==> src/mcam_pkg.sv <==
// Package: register map, field positions and encodings for monitor config/mask
package mcam_pkg;
   // Register addresses on the internal register port
   localparam logic [7:0] ADDR_TACH_ONE_MIN_HI = 8'h55;
   localparam logic [7:0] ADDR_CONFIG_TWO = 8'h73;
   localparam logic [7:0] ADDR_ALERT_MASK_ONE = 8'h74;
   localparam logic [7:0] ADDR_CONFIG_FOUR = 8'h7D;
   localparam logic [7:0] ADDR_PWM1_CUR = 8'h30;
   localparam logic [7:0] ADDR_PWM2_CUR = 8'h31;
   localparam logic [7:0] ADDR_PWM3_CUR = 8'h32;
   // Reset values, and the value that duty reads return in shutdown
   localparam logic [7:0] RST_CONFIG_TWO = 8'h00;
   localparam logic [7:0] RST_ALERT_MASK = 8'h00;
   localparam logic [7:0] RST_TACH_ONE_MIN_HI = 8'hFF;
   localparam logic [7:0] RST_CONFIG_FOUR = 8'h00;
   localparam logic [7:0] OFF_DUTY_READ = 8'h00;
   // Configuration field positions
   localparam int BIT_BYPASS = 5;
   localparam int BIT_SINGLE = 6;
   localparam int BIT_SHUTDOWN = 7;
   localparam int CHSEL_LSB = 5;
   localparam int BYP_LSB = 4;
   localparam int MASK_STATUS_TWO = 7;
   // Channel codes in single-channel mode
   localparam logic [2:0] CH_2V5 = 3'h0;
   localparam logic [2:0] CH_CORE = 3'h1;
   localparam logic [2:0] CH_3V3 = 3'h2;
   localparam logic [2:0] CH_5V = 3'h3;
   localparam logic [2:0] CH_12V = 3'h4;
   localparam logic [2:0] CH_REMOTE1 = 3'h5;
   localparam logic [2:0] CH_LOCAL = 3'h6;
   localparam logic [2:0] CH_REMOTE2 = 3'h7;
   // Last channel code in the round-robin
   localparam logic [2:0] CH_LAST = 3'h7;
   // Converter mode
   typedef enum logic [0:0] {MODE_ROUND, MODE_SINGLE} mcam_mode_t;
endpackage

==> src/mcam_monitor_config_and_alert_mask.sv <==
// Config bits, alert mask and channel sequencing for the hardware monitor
// Notes on behaviour
// - Global bypass removes four input attenuators
// - Per-channel bypass from config four bits
// - Single-channel bit stops round-robin conversion
// - Channel taken from tach min bits 7:5
// - Channel code decode, eight fixed inputs
// - Shutdown drives PWM to fan-off level
// - Shutdown makes current duty reads 0x00
// - Lock bit makes config register read-only
// - Mask bits 0-3 gate voltage alerts
// - Mask bits 4-6 gate temperature alerts
// - Mask bit 7 gates status two alerts
// - Mask register RW, resets to 0x00
// - Alert exists only when alert enable set
////////////////////////////////////////////////////////////////////////////////
module mcam_monitor_config_and_alert_mask (
   ref_clk,
   reset,
   clk_en,
   reg_wr,
   reg_rd,
   reg_addr,
   reg_wdata,
   reg_rdata,
   config_lock,
   alert_enable,
   pwm_polarity_invert,
   pwm_duty_in,
   pwm_raw,
   single_channel_convert_done,
   limit_flags,
   status_two_any,
   attenuator_bypass_bypass_n,
   single_channel_convert_channel,
   single_channel_convert,
   shutdown_request,
   pwm_out,
   alert_n_out,
   alert_oe_n
);
   input wire logic ref_clk;
   input wire logic reset;
   input wire logic clk_en;
   input wire logic reg_wr;
   input wire logic reg_rd;
   input wire logic [7:0] reg_addr;
   input wire logic [7:0] reg_wdata;
   output logic [7:0] reg_rdata;
   input wire logic config_lock;
   input wire logic alert_enable;
   input wire logic pwm_polarity_invert;
   input wire logic [23:0] pwm_duty_in;
   input wire logic [2:0] pwm_raw;
   input wire logic single_channel_convert_done;
   input wire logic [6:0] limit_flags;
   input wire logic status_two_any;
   output logic [3:0] attenuator_bypass_bypass_n;
   output logic [2:0] single_channel_convert_channel;
   output logic single_channel_convert;
   output logic shutdown_request;
   output logic [2:0] pwm_out;
   output logic alert_n_out;
   output logic alert_oe_n;

   // Hazards and limits worth knowing before touching this block:
   // the lock input is sampled with the write strobe, so a write in the
   // same cycle as the lock rising is still refused.
   // The channel field lives in the tach minimum register and is read
   // live in single-channel mode, so rewriting that register moves the
   // converter at once; hosts load it before setting the mode bit.
   // Every output is registered, which costs one cycle of latency but
   // keeps glitches off the fan and alert pins.

   logic [2:0] cfg_upper_r;
   logic [7:0] mask_r;
   logic [7:0] tach_hi_r;
   logic [7:0] cfg_four_r;
   logic [2:0] chan_r;
   logic [3:0] attenuator_bypass_r;
   logic [2:0] pwm_r;
   logic alert_r;
   logic [7:0] rdata_r;
   logic [2:0] chan_nxt;
   logic [7:0] rdata_nxt;
   logic [3:0] attenuator_bypass_nxt;
   logic [2:0] pwm_nxt;
   logic alert_nxt;
   logic [2:0] sel_chan;
   logic [7:0] cfg_two_read;
   logic wr_cfg;
   logic wr_mask;
   logic wr_tach;
   logic wr_four;
   logic fans_off;
   logic [7:0] alert_src;
   mcam_pkg::mcam_mode_t mode;

   // Duty read helper: forced to zero while fans are off
   function automatic logic [7:0] duty_read(input logic [7:0] d,
                                            input logic off);
      duty_read = off ? mcam_pkg::OFF_DUTY_READ : d;
   endfunction

   ////////////////////////////////////////////////////////////////////////////
   // Write decode
   assign wr_cfg = reg_wr && reg_addr == mcam_pkg::ADDR_CONFIG_TWO
                   && !config_lock;
   assign wr_mask = reg_wr && reg_addr == mcam_pkg::ADDR_ALERT_MASK_ONE;
   assign wr_tach = reg_wr && reg_addr == mcam_pkg::ADDR_TACH_ONE_MIN_HI;
   assign wr_four = reg_wr && reg_addr == mcam_pkg::ADDR_CONFIG_FOUR
                    && !config_lock;
   assign fans_off = cfg_upper_r[2];
   assign mode = cfg_upper_r[1] ? mcam_pkg::MODE_SINGLE
                                : mcam_pkg::MODE_ROUND;
   // Channel field; host must load it before the mode bit
   assign sel_chan = tach_hi_r[mcam_pkg::CHSEL_LSB +: 3];
   assign cfg_two_read = {cfg_upper_r, 5'h00};

   // Registers; mask is plain RW with all sources unmasked at reset
   always_ff @(posedge ref_clk) begin
      if (reset) begin
         cfg_upper_r <= 3'h0;
         mask_r <= mcam_pkg::RST_ALERT_MASK;
         tach_hi_r <= mcam_pkg::RST_TACH_ONE_MIN_HI;
         cfg_four_r <= mcam_pkg::RST_CONFIG_FOUR;
      end else if (clk_en) begin
         if (wr_cfg) begin
            cfg_upper_r <= reg_wdata[mcam_pkg::BIT_BYPASS +: 3];
         end
         if (wr_mask) begin
            mask_r <= reg_wdata;
         end
         if (wr_tach) begin
            tach_hi_r <= reg_wdata;
         end
         if (wr_four) begin
            cfg_four_r <= reg_wdata;
         end
      end
   end

   ////////////////////////////////////////////////////////////////////////////
   // Channel sequencing: round-robin or pinned to the selected input
   always_comb begin
      chan_nxt = chan_r;
      case (mode)
         mcam_pkg::MODE_SINGLE: chan_nxt = sel_chan;
         mcam_pkg::MODE_ROUND: begin
            if (single_channel_convert_done) begin
               chan_nxt = (chan_r == mcam_pkg::CH_LAST) ? mcam_pkg::CH_2V5
                          : 3'(chan_r + 3'h1);
            end
         end
         default: chan_nxt = mcam_pkg::CH_2V5;
      endcase
   end

   // Bypass: bit order 2.5V, core, 5V, 12V; global OR per-channel
   assign attenuator_bypass_nxt = ~({4{cfg_upper_r[0]}}
                       | cfg_four_r[mcam_pkg::BYP_LSB +: 4]);

   // Fan-off level is low, or high when inverted
   assign pwm_nxt = fans_off ? {3{pwm_polarity_invert}} : pwm_raw;

   // Alert sources; status flags themselves are never touched here
   // Masking only gates the pin, so a masked limit still shows in status
   assign alert_src = {status_two_any, limit_flags}
                      & ~mask_r;
   assign alert_nxt = alert_enable && (|alert_src);

   // Read mux, registered; unmapped addresses read zero
   always_comb begin
      case (reg_addr)
         mcam_pkg::ADDR_CONFIG_TWO: rdata_nxt = cfg_two_read;
         mcam_pkg::ADDR_ALERT_MASK_ONE: rdata_nxt = mask_r;
         mcam_pkg::ADDR_TACH_ONE_MIN_HI: rdata_nxt = tach_hi_r;
         mcam_pkg::ADDR_CONFIG_FOUR: rdata_nxt = cfg_four_r;
         mcam_pkg::ADDR_PWM1_CUR:
            rdata_nxt = duty_read(pwm_duty_in[7:0], fans_off);
         mcam_pkg::ADDR_PWM2_CUR:
            rdata_nxt = duty_read(pwm_duty_in[15:8], fans_off);
         mcam_pkg::ADDR_PWM3_CUR:
            rdata_nxt = duty_read(pwm_duty_in[23:16], fans_off);
         default: rdata_nxt = 8'h00;
      endcase
   end

   ////////////////////////////////////////////////////////////////////////////
   // Output flops so every output is registered
   always_ff @(posedge ref_clk) begin
      if (reset) begin
         chan_r <= mcam_pkg::CH_2V5;
         attenuator_bypass_r <= 4'hF;
         pwm_r <= 3'h0;
         alert_r <= 1'b0;
         rdata_r <= 8'h00;
      end else if (clk_en) begin
         chan_r <= chan_nxt;
         attenuator_bypass_r <= attenuator_bypass_nxt;
         pwm_r <= pwm_nxt;
         alert_r <= alert_nxt;
         if (reg_rd) begin
            rdata_r <= rdata_nxt;
         end
      end
   end

   assign reg_rdata = rdata_r;
   assign single_channel_convert_channel = chan_r;
   assign attenuator_bypass_bypass_n = attenuator_bypass_r;
   assign single_channel_convert = cfg_upper_r[1];
   assign shutdown_request = cfg_upper_r[2];
   assign pwm_out = pwm_r;
   // Open-drain alert: enable low pulls the pin low while alerting
   // The data side is fixed low; only the enable ever moves, so the
   // pin can never be driven high against other devices on the line
   assign alert_n_out = 1'b0;
   assign alert_oe_n = ~alert_r;
endmodule

==> config.mk <==
export PLATFORM = sky130hd
export DESIGN_NAME = mcam_monitor_config_and_alert_mask
export DESIGN_NICKNAME = d
export VERILOG_FILES = /design/src/mcam_pkg.sv /design/src/mcam_monitor_config_and_alert_mask.sv
export SDC_FILE = /design/constraint.sdc
export NUM_CORES = 1
export LEC_CHECK = 0
export ABC_AREA = 1
export BUFFER_PORTS_ARGS = -buffer_cell sky130_fd_sc_hd__buf_2
export CAP_MARGIN = 40
export CORE_MARGIN = 5
export CORE_UTILIZATION = 45
export DETAILED_ROUTE_END_ITERATION = 6
export GPL_TIMING_DRIVEN = 1
export PLACE_DENSITY = 0.72
export SYNTH_ARGS = -nofsm -noshare
export SYNTH_HDL_FRONTEND = slang
export SYNTH_SLANG_ARGS = --single-unit
==> constraint.sdc <==
create_clock -name ref_clk -period 2.4 [get_ports ref_clk]
set_input_delay 0.48 -clock ref_clk [delete_from_list [all_inputs] [get_ports ref_clk]]
set_output_delay 0.48 -clock ref_clk [all_outputs]
set_load 0.05 [all_outputs]
# After elaboration in Yosys (flattened, before gate mapping)
# Index checks and enable logic that the tools add are counted.
[totals]
out_inout_bits = 22
latch_bits = 0
in_bits = 60
mem_count = 0
mem_bits_rw = 0
ff_bits = 46
mem_bits_ro = 0
[op_classes]
div_mod_pow = 0
bitwise = 6
muxes = 9
order_cmp = 0
eq_ne = 9
n_reduce_logical = 15
add_sub_neg = 1
n_shift = 0
n_mul = 0
[ops]
columns = ["operator", "count"]
rows = [
  ["$pmux 8 s7", 1],
  ["$eq 8x7->1 const B", 4],
  ["$eq 8x6->1 const B", 3],
  ["$mux 8", 3],
  ["$reduce_and 2->1", 6],
  ["$mux 3", 3],
  ["$and 8x8->8", 1],
  ["$not 8->8", 1],
  ["$reduce_or 8->1", 1],
  ["$logic_and 1x1->1", 7],
  ["$pmux 3 s2", 1],
  ["$not 4->4", 1],
  ["$or 4x4->4", 1],
  ["$add 3x1->3 const B", 1],
  ["$eq 3x3->1 const B", 1],
  ["$ne 2x2->1 const B", 1],
  ["$not 1->1", 2],
  ["$logic_not 1->1", 1],
  ["$mux 1", 1],
]

# Depth between registers and ports, before layout
# Gate-level depths: netlist of the first run.
[depth]
word_depth = 4
ltp_mapped = 10

# Worst setup path before layout of the first run
# Ideal clock, no wire load.
[synth_timing]
path_kind = "reg2reg"
from = "reg cfg_upper_r[2]"
to = "reg rdata_r[6], in the netlist reg_rdata[6]"
stages_incl_launch_ff = 9
arrival_ns = 1.412
n_path_buf = 1
period_less_slack_ns = 1.552
setup_slack_ns = 0.848
cell_sequence = "dfxtp_1 buf_1 nor2_1 nand3_1 nand2_1 nor2_1 nand2_1 nand2_1 a21oi_2"
[synth_via]
elab_chain_cells = 2
word_cells_on_any_way = 4
cone_classes = "mux (4)"
[synth_lines]
columns = ["element", "line", "rtl"]
rows = [
  ["start: declaration", "mcam_monitor_config_and_alert_mask.sv:75", "logic [2:0] cfg_upper_r;"],
  ["start signal: assignment", "mcam_monitor_config_and_alert_mask.sv:129", "cfg_upper_r <= reg_wdata[mcam_pkg::BIT_BYPASS +: 3];"],
  ["$mux 8", "mcam_monitor_config_and_alert_mask.sv:102", "duty_read = off ? mcam_pkg::OFF_DUTY_READ : d;"],
  ["$pmux 8 s7 *", "mcam_monitor_config_and_alert_mask.sv:174", "case (reg_addr)"],
  ["end signal: assignment", "mcam_monitor_config_and_alert_mask.sv:204", "rdata_r <= rdata_nxt;"],
  ["end: declaration", "mcam_monitor_config_and_alert_mask.sv:83", "logic [7:0] rdata_r;"],
]
# Every way passes the cells marked *; elsewhere a longest branch is shown, timed or not.
# A chain may end at the register's enable or synchronous reset.

# Worst setup path in the final report of the first run
[layout_timing]
from = "reg cfg_upper_r[2]"
to = "out shutdown_request"
[layout_rtl]
columns = ["element", "line", "rtl"]
rows = [
  ["end: declaration", "mcam_monitor_config_and_alert_mask.sv:61", "output logic shutdown_request;"],
]
# No word-level cell between the ends.

==> metrics.cfg, run 1 <==
[power]
max-vdd-ir-drop_v=0.000342
p_sw_mw=0.422
pwr-share-seq_pct=53.1
power_frac_clock_pct=31.1
power.total_mw=1.47
power_frac_comb_pct=15.7
power_leakage_nw=1.56
power_per_cell_area_nw_per_um2=473
internal_power_mw=1.05
switching_share_pct=28.7

[cts]
root_buffer=clkbuf_8
post-cts-setup-buffer-count=0
cts_hold_repair.buffers=0
cts_tree=built
worstSkewPairLatency_ns=0.29
htreeDepth=2
cts_sinks=46
cts_made_buffers=5
cts_resized=0
path_clk_slew_ns=0.08
cts_max_path_buffers=2

[timing]
timing.final.hold_violations=0
slew_viol_final=0
tns_ns=0
finalSetupViolCount=0
setup_ws_ns=0.832
min_period_over_period_pct=65.3
clock_skew_ns=0.00398
rsz0062_at_grt=no
clock.fmax_mhz=638
post-route-min-period_ns=1.57

[route]
wire_per_inst_um=13.0
drt-total-wl_mm=6.91
drt_pass1_iterations=5
viasPerCell=5.00
drtAntennaViolNets=0
vias=2651
drtIter0Drc=119
drcViolationCount=0

[layout]
areaGrowthSynthToFinish_pct=18.4
stdcell_count=530
nets=520
n_antenna_cell=0
drive_gt1_share_pct=26.9
final_cell_area_um2=3110
fillerInstances=590

[critical_path]
cp_data_required_time_ns=1.92
crit_slowest_cell=dfxtp_1
startpoint_type=flip-flop
path_cells=buf_4, buf_2
critPathBufInv=2
worst-setup-path-type=flip-flop to primary output
crit_path_max_fanout=14
critPathArrivalTime_ns=1.09
crit_path_end_kind=primary output
slowest_delay_ns=0.31
cp_top_family=buffers and inverters

[global_route]
grt_start_max_net_pins=35
overflow=0
grtUsageTotal_pct=18.5
grt_pass1_wl_mm=11.4
antenna_found_initial=0
grt_pass1_vias=2487

[floorplanning]
coreArea_um2=5610
fp.dieH_um=86.5
io_pins=82
start_util_pct=46.9
dieArea_um2=7470
rows=27
die_w_um=86.5

[place]
preCtsSetupSlack_ns=0.585
place.gp.congestion=0.831
place_area_um2=3030
dp_hpwl_mm=5.40
place.port_buffers=80
place_inst=523

[logic_synthesis]
yosys_warnings=0
syn-cell-area_um2=2630
seq_area_frac_synth_pct=35.0
synth_top_area_share_pct=35.0
synth.distinct_cells=29
syn_nets=446
syn_area_per_cell_um2=6.85
netlist_top_cells_area=dfxtp_1 (35%), nand2_1 (13%), nand3_1 (10%), a21oi_1 (5.5%), inv_1 (5.4%)
synth_largest_area_cell=dfxtp_1
netlist_instances=384
synth_seq_cells=46

[worst_hold_path]
hold_path_class=input pin to flip-flop

[outcome]
run_status=finished, final reports clean

[job]
cap_violations=0

## flip-flops by register name (all words and copies together), names as in the netlist
signal / flops
cfg_four_r: 8
mask_r: 8
reg_rdata: 8
tach_hi_r: 8
attenuator_bypass_bypass_n: 4
cfg_upper_r: 3
pwm_out: 3
single_channel_convert_channel: 3
alert_r: 1
## area by class of cell
type	count	area [um^2]	share of cell area [%]
Timing Repair Buffer	84	430	13.8
Clock inverter	1	7.51	0.241
Sequential cell	46	921	29.6
Multi-Input combinational cell	278	1430	46.0
Tap cell	72	90.1	2.89
Clock buffer	6	72.6	2.33
Inverter	43	161	5.18
## routing by layer
layer	global-route usage [%]	vias up	part of all wire (%)
met3	3.33	8	5.4
met5	0	-	0
met4	4.39	0	1.0
met1	24.5	1184	48
met2	31.2	56	46
li1	-	1403	-
## final timing paths
| path | from | to | slack, ns | cells past startpoint |
|---|---|---|---|---|
| max reg2reg | cfg_upper_r[2] | reg_rdata[7] | 0.92 | 9 |
| min | pwm_raw[2] | pwm_out[2] | 0.43 | 3 |
| max | cfg_upper_r[2] | shutdown_request | 0.83 | 2 |
| min reg2reg | cfg_four_r[3] | cfg_four_r[3] | 0.45 | 2 |
## metrics by stage
stage / hold slack, ns / util [%]
after floorplan: 0.424 / -
after global placement: 0.432 / 54.1
after detailed placement: 0.436 / 54.1
after CTS: 0.426 / 55.5
after global routing: 0.439 / 55.5
final: 0.427 / 55.5
## cells by family (layout without fill, tap and decap cells)
group / after synthesis / count (layout) / share of synthesized area [%]
other: 1 / 1 / 0.143
buffers and inverters: 60 / 134 / 10.6
AOI/OAI and AO/OA: 73 / 73 / 15.5
adders and majority gates: 2 / 2 / 0.951
and+or+nand+nor: 202 / 202 / 37.8
DFF: 46 / 46 / 35.0
## cell usage in the layout (no fill, tap or decap), drive strengths merged
cell type,n
a21oi,37
a31oi,2
buf,84
clkbuf,6
clkinv,1
clkinvlp,1
conb,1
dfxtp,46
ha,2
inv,42
nand2,94
nand3,59
nand3b,1
nand4,10
nor2,38
o21ai,30
o31ai,4
## worst min-delay path: stages
cell and delay (ns):
buf_2 0.09, nand2_1 0.05, a21oi_1 0.06
## synthesized netlist by cell type, drive strengths merged
| master | n |
|---|---|
| conb | 1 |
| ha | 2 |
| nand3 | 59 |
| a31oi | 2 |
| clkinv | 1 |
| clkbuf | 3 |
| buf | 14 |
| a21oi | 37 |
| nand3b | 1 |
| dfxtp | 46 |
| inv | 42 |
| nand2 | 94 |
| nor2 | 38 |
| o21ai | 30 |
| o31ai | 4 |
| nand4 | 10 |
## power by group through the flow
| stage | combinational (mW) | clock [mW] | sequential, mW |
|---|---|---|---|
| final | 0.232 | 0.459 | 0.782 |
| after global routing | 0.255 | 0.493 | 0.785 |
| after CTS | 0.233 | 0.465 | 0.782 |
| after detailed placement | 0.232 | 0 | 0.800 |
| after global placement | 0.230 | 0 | 0.799 |
| after floorplan | 0.110 | 0 | 0.837 |
No activity file was read; power rests on OpenSTA's default activity.
==> inputs of run 2 (changes only) <==
==> constraint.sdc (replaced) <==
create_clock -name ref_clk -period 1.45 [get_ports ref_clk]
set_input_delay 0.29 -clock ref_clk [delete_from_list [all_inputs] [get_ports ref_clk]]
set_output_delay 0.29 -clock ref_clk [all_outputs]
set_load 0.05 [all_outputs]
==> run 2 against run 1 <==
Compared with the run above:
- combinational power rose by 72%
- non-clock buffer count rose by 13
- via count increased by 3.4%
- flip-flop and latch count unchanged
- clock-buffer cell count did not move
- highest routed layer unchanged
- core utilization rose by 1.8 points
- clock skew increased by 0.0014 ns
==> metrics.cfg, run 2 (synthesis gave the netlist of run 1 again) <==
[outcome]
run_status=finished, final reports clean  ; unchanged

[cts]
cts_hold_repair.buffers=0  ; unchanged
cts_max_path_buffers=2  ; unchanged
htreeDepth=2  ; unchanged
cts_sinks=46  ; unchanged
cts_tree=built  ; unchanged
cts_resized=0  ; unchanged
path_clk_slew_ns=0.08  ; about the same
cts_made_buffers=5  ; unchanged
root_buffer=clkbuf_8  ; unchanged
post-cts-setup-buffer-count=0  ; unchanged
worstSkewPairLatency_ns=0.30  ; was 0.29 ns

[route]
vias=2741  ; was 2651
wire_per_inst_um=13.1  ; was 13.0 um
drtAntennaViolNets=0  ; unchanged
viasPerCell=5.05  ; was 5.00
drt-total-wl_mm=7.12  ; was 6.91 mm
drtIter0Drc=137  ; was 119
drt_pass1_iterations=4  ; was 5
drcViolationCount=0  ; unchanged

[power]
power_frac_clock_pct=31.0  ; was 31.1%
p_sw_mw=0.702  ; was 0.422 mW
max-vdd-ir-drop_v=0.000519  ; was 0.000342 V
power.total_mw=2.45  ; was 1.47 mW
power_frac_comb_pct=16.2  ; was 15.7%
power_leakage_nw=1.63  ; was 1.56 nW
switching_share_pct=28.6  ; was 28.7%
internal_power_mw=1.75  ; was 1.05 mW
power_per_cell_area_nw_per_um2=763  ; was 473 nW/um^2
pwr-share-seq_pct=52.8  ; was 53.1%

[critical_path]
cp_data_required_time_ns=1.16  ; was 1.92 ns
r2r_cells=8  ; was 9
crit_path_end_kind=primary output  ; unchanged
worstReg2RegStart=cfg_upper_r[2]  ; unchanged
startpoint_type=flip-flop  ; unchanged
worst-setup-path-type=flip-flop to primary output  ; unchanged
startpoint=cfg_upper_r[2]  ; unchanged
r2r-end=reg_rdata[7]  ; unchanged
critPathArrivalTime_ns=1.12  ; was 1.09 ns
crit_path_max_fanout=13  ; was 14
ff2ff_setup_slack_ns=0.25  ; was 0.92 ns

[timing]
min_period_over_period_pct=97.0
whs_ns=0.232  ; was 0.427 ns
timing.final.hold_violations=0  ; unchanged
finalSetupViolCount=0  ; unchanged
rsz0062_at_grt=no  ; unchanged
setup_ws_ns=0.0439  ; was 0.832 ns
clock_skew_ns=0.00539  ; was 0.00398 ns
slew_viol_final=0  ; unchanged
clock.fmax_mhz=711
post-route-min-period_ns=1.41

[worst_hold_path]
hold_path_class=input pin to flip-flop  ; unchanged
worstHoldEndpoint=pwm_out[1]  ; was pwm_out[2]
hold_start=pwm_raw[1]  ; was pwm_raw[2]
min_path_cells=3  ; unchanged

[layout]
drive_gt1_share_pct=29.1  ; was 26.9%
nets=533  ; was 520
fillerInstances=559  ; was 590
final_util_pct=57.3  ; was 55.5%
final_common_cell=nand2_1  ; unchanged
regArea_um2=922  ; was 921 um^2
n_antenna_cell=0  ; unchanged
areaGrowthSynthToFinish_pct=22.2  ; was 18.4%
final_cell_mix=nand2_1 (89), buf_2 (80), nand3_1 (54)  ; unchanged
multi_input_area_um2=1430  ; unchanged

[place]
dp_hpwl_mm=5.61  ; was 5.40 mm
place.gp.congestion=0.830  ; was 0.831
preCtsSetupSlack_ns=-0.0459  ; was 0.585 ns
place.port_buffers=80  ; unchanged

[global_route]
grt_pass1_vias=2466  ; was 2487
grt_pass1_wl_mm=11.4  ; about the same
grt_start_max_net_pins=35  ; unchanged
antenna_found_initial=0  ; unchanged
overflow=0  ; unchanged
grtUsageTotal_pct=18.9  ; was 18.5%

[floorplanning]
coreArea_um2=5610  ; unchanged
dieArea_um2=7470  ; unchanged
io_pins=82  ; unchanged
die_w_um=86.5  ; unchanged
rows=27  ; unchanged
start_util_pct=46.9  ; unchanged
fp.dieH_um=86.5  ; unchanged

[job]
cap_violations=0  ; unchanged

run 2: changes by cell type in the layout (fill, tap and decap cells not counted), sizes merged:
cell / before / now
buf: 84 / 97
run 2: area by class of cell:
type,count,area share (%)
clock buffers,6,2.26
clock inverters,1,0.234
inverters,43,5.02
multi-input cells,278,44.5
flip-flops and latches,46,28.7
well taps,72,2.80
repair buffers,97,16.4
run 2: per-layer routing:
metal,vias up,global-route usage [%],wire length [um]
li1,1433,-,-
met1,1215,26.9,3420
met2,86,29.0,3100
met3,7,4.37,535
met4,0,4.25,63
met5,-,0,0
run 2: worst max path at each step:
stage / endpoint / slack, ns / depth (start not counted)
finish: shutdown_request / 0.04 / 2
global route: shutdown_request / 0.0008 / 2
CTS: shutdown_request / 0.04 / 2
detailed placement: reg_rdata[2] / -0.05 / 11
global placement: reg_rdata[2] / 0.0009 / 11
floorplan: reg_rdata[6] / 0.08 / 8
run 2: metrics by stage:
step	cells	area, um^2	TNS [ns]
after global placement	536	3130	0
final	543	3210	0
after CTS	543	3210	0
after floorplan	384	2630	0
after detailed placement	536	3130	-0.135
after global routing	543	3210	0
run 2: power groups by stage:
stage                     Combinational (mW)  Sequential (mW)  Clock (mW)
after CTS                              0.399             1.29       0.776
after floorplan                        0.182             1.39           0
after global placement                 0.393             1.32           0
final                                  0.398             1.29       0.759
after detailed placement               0.398             1.32           0
after global routing                   0.435             1.30       0.832
run 2: worst max-delay path, cell delays in order (launching register included):
cell     delay [ns]
dfxtp_2        0.33
buf_4          0.19
buf_2          0.29
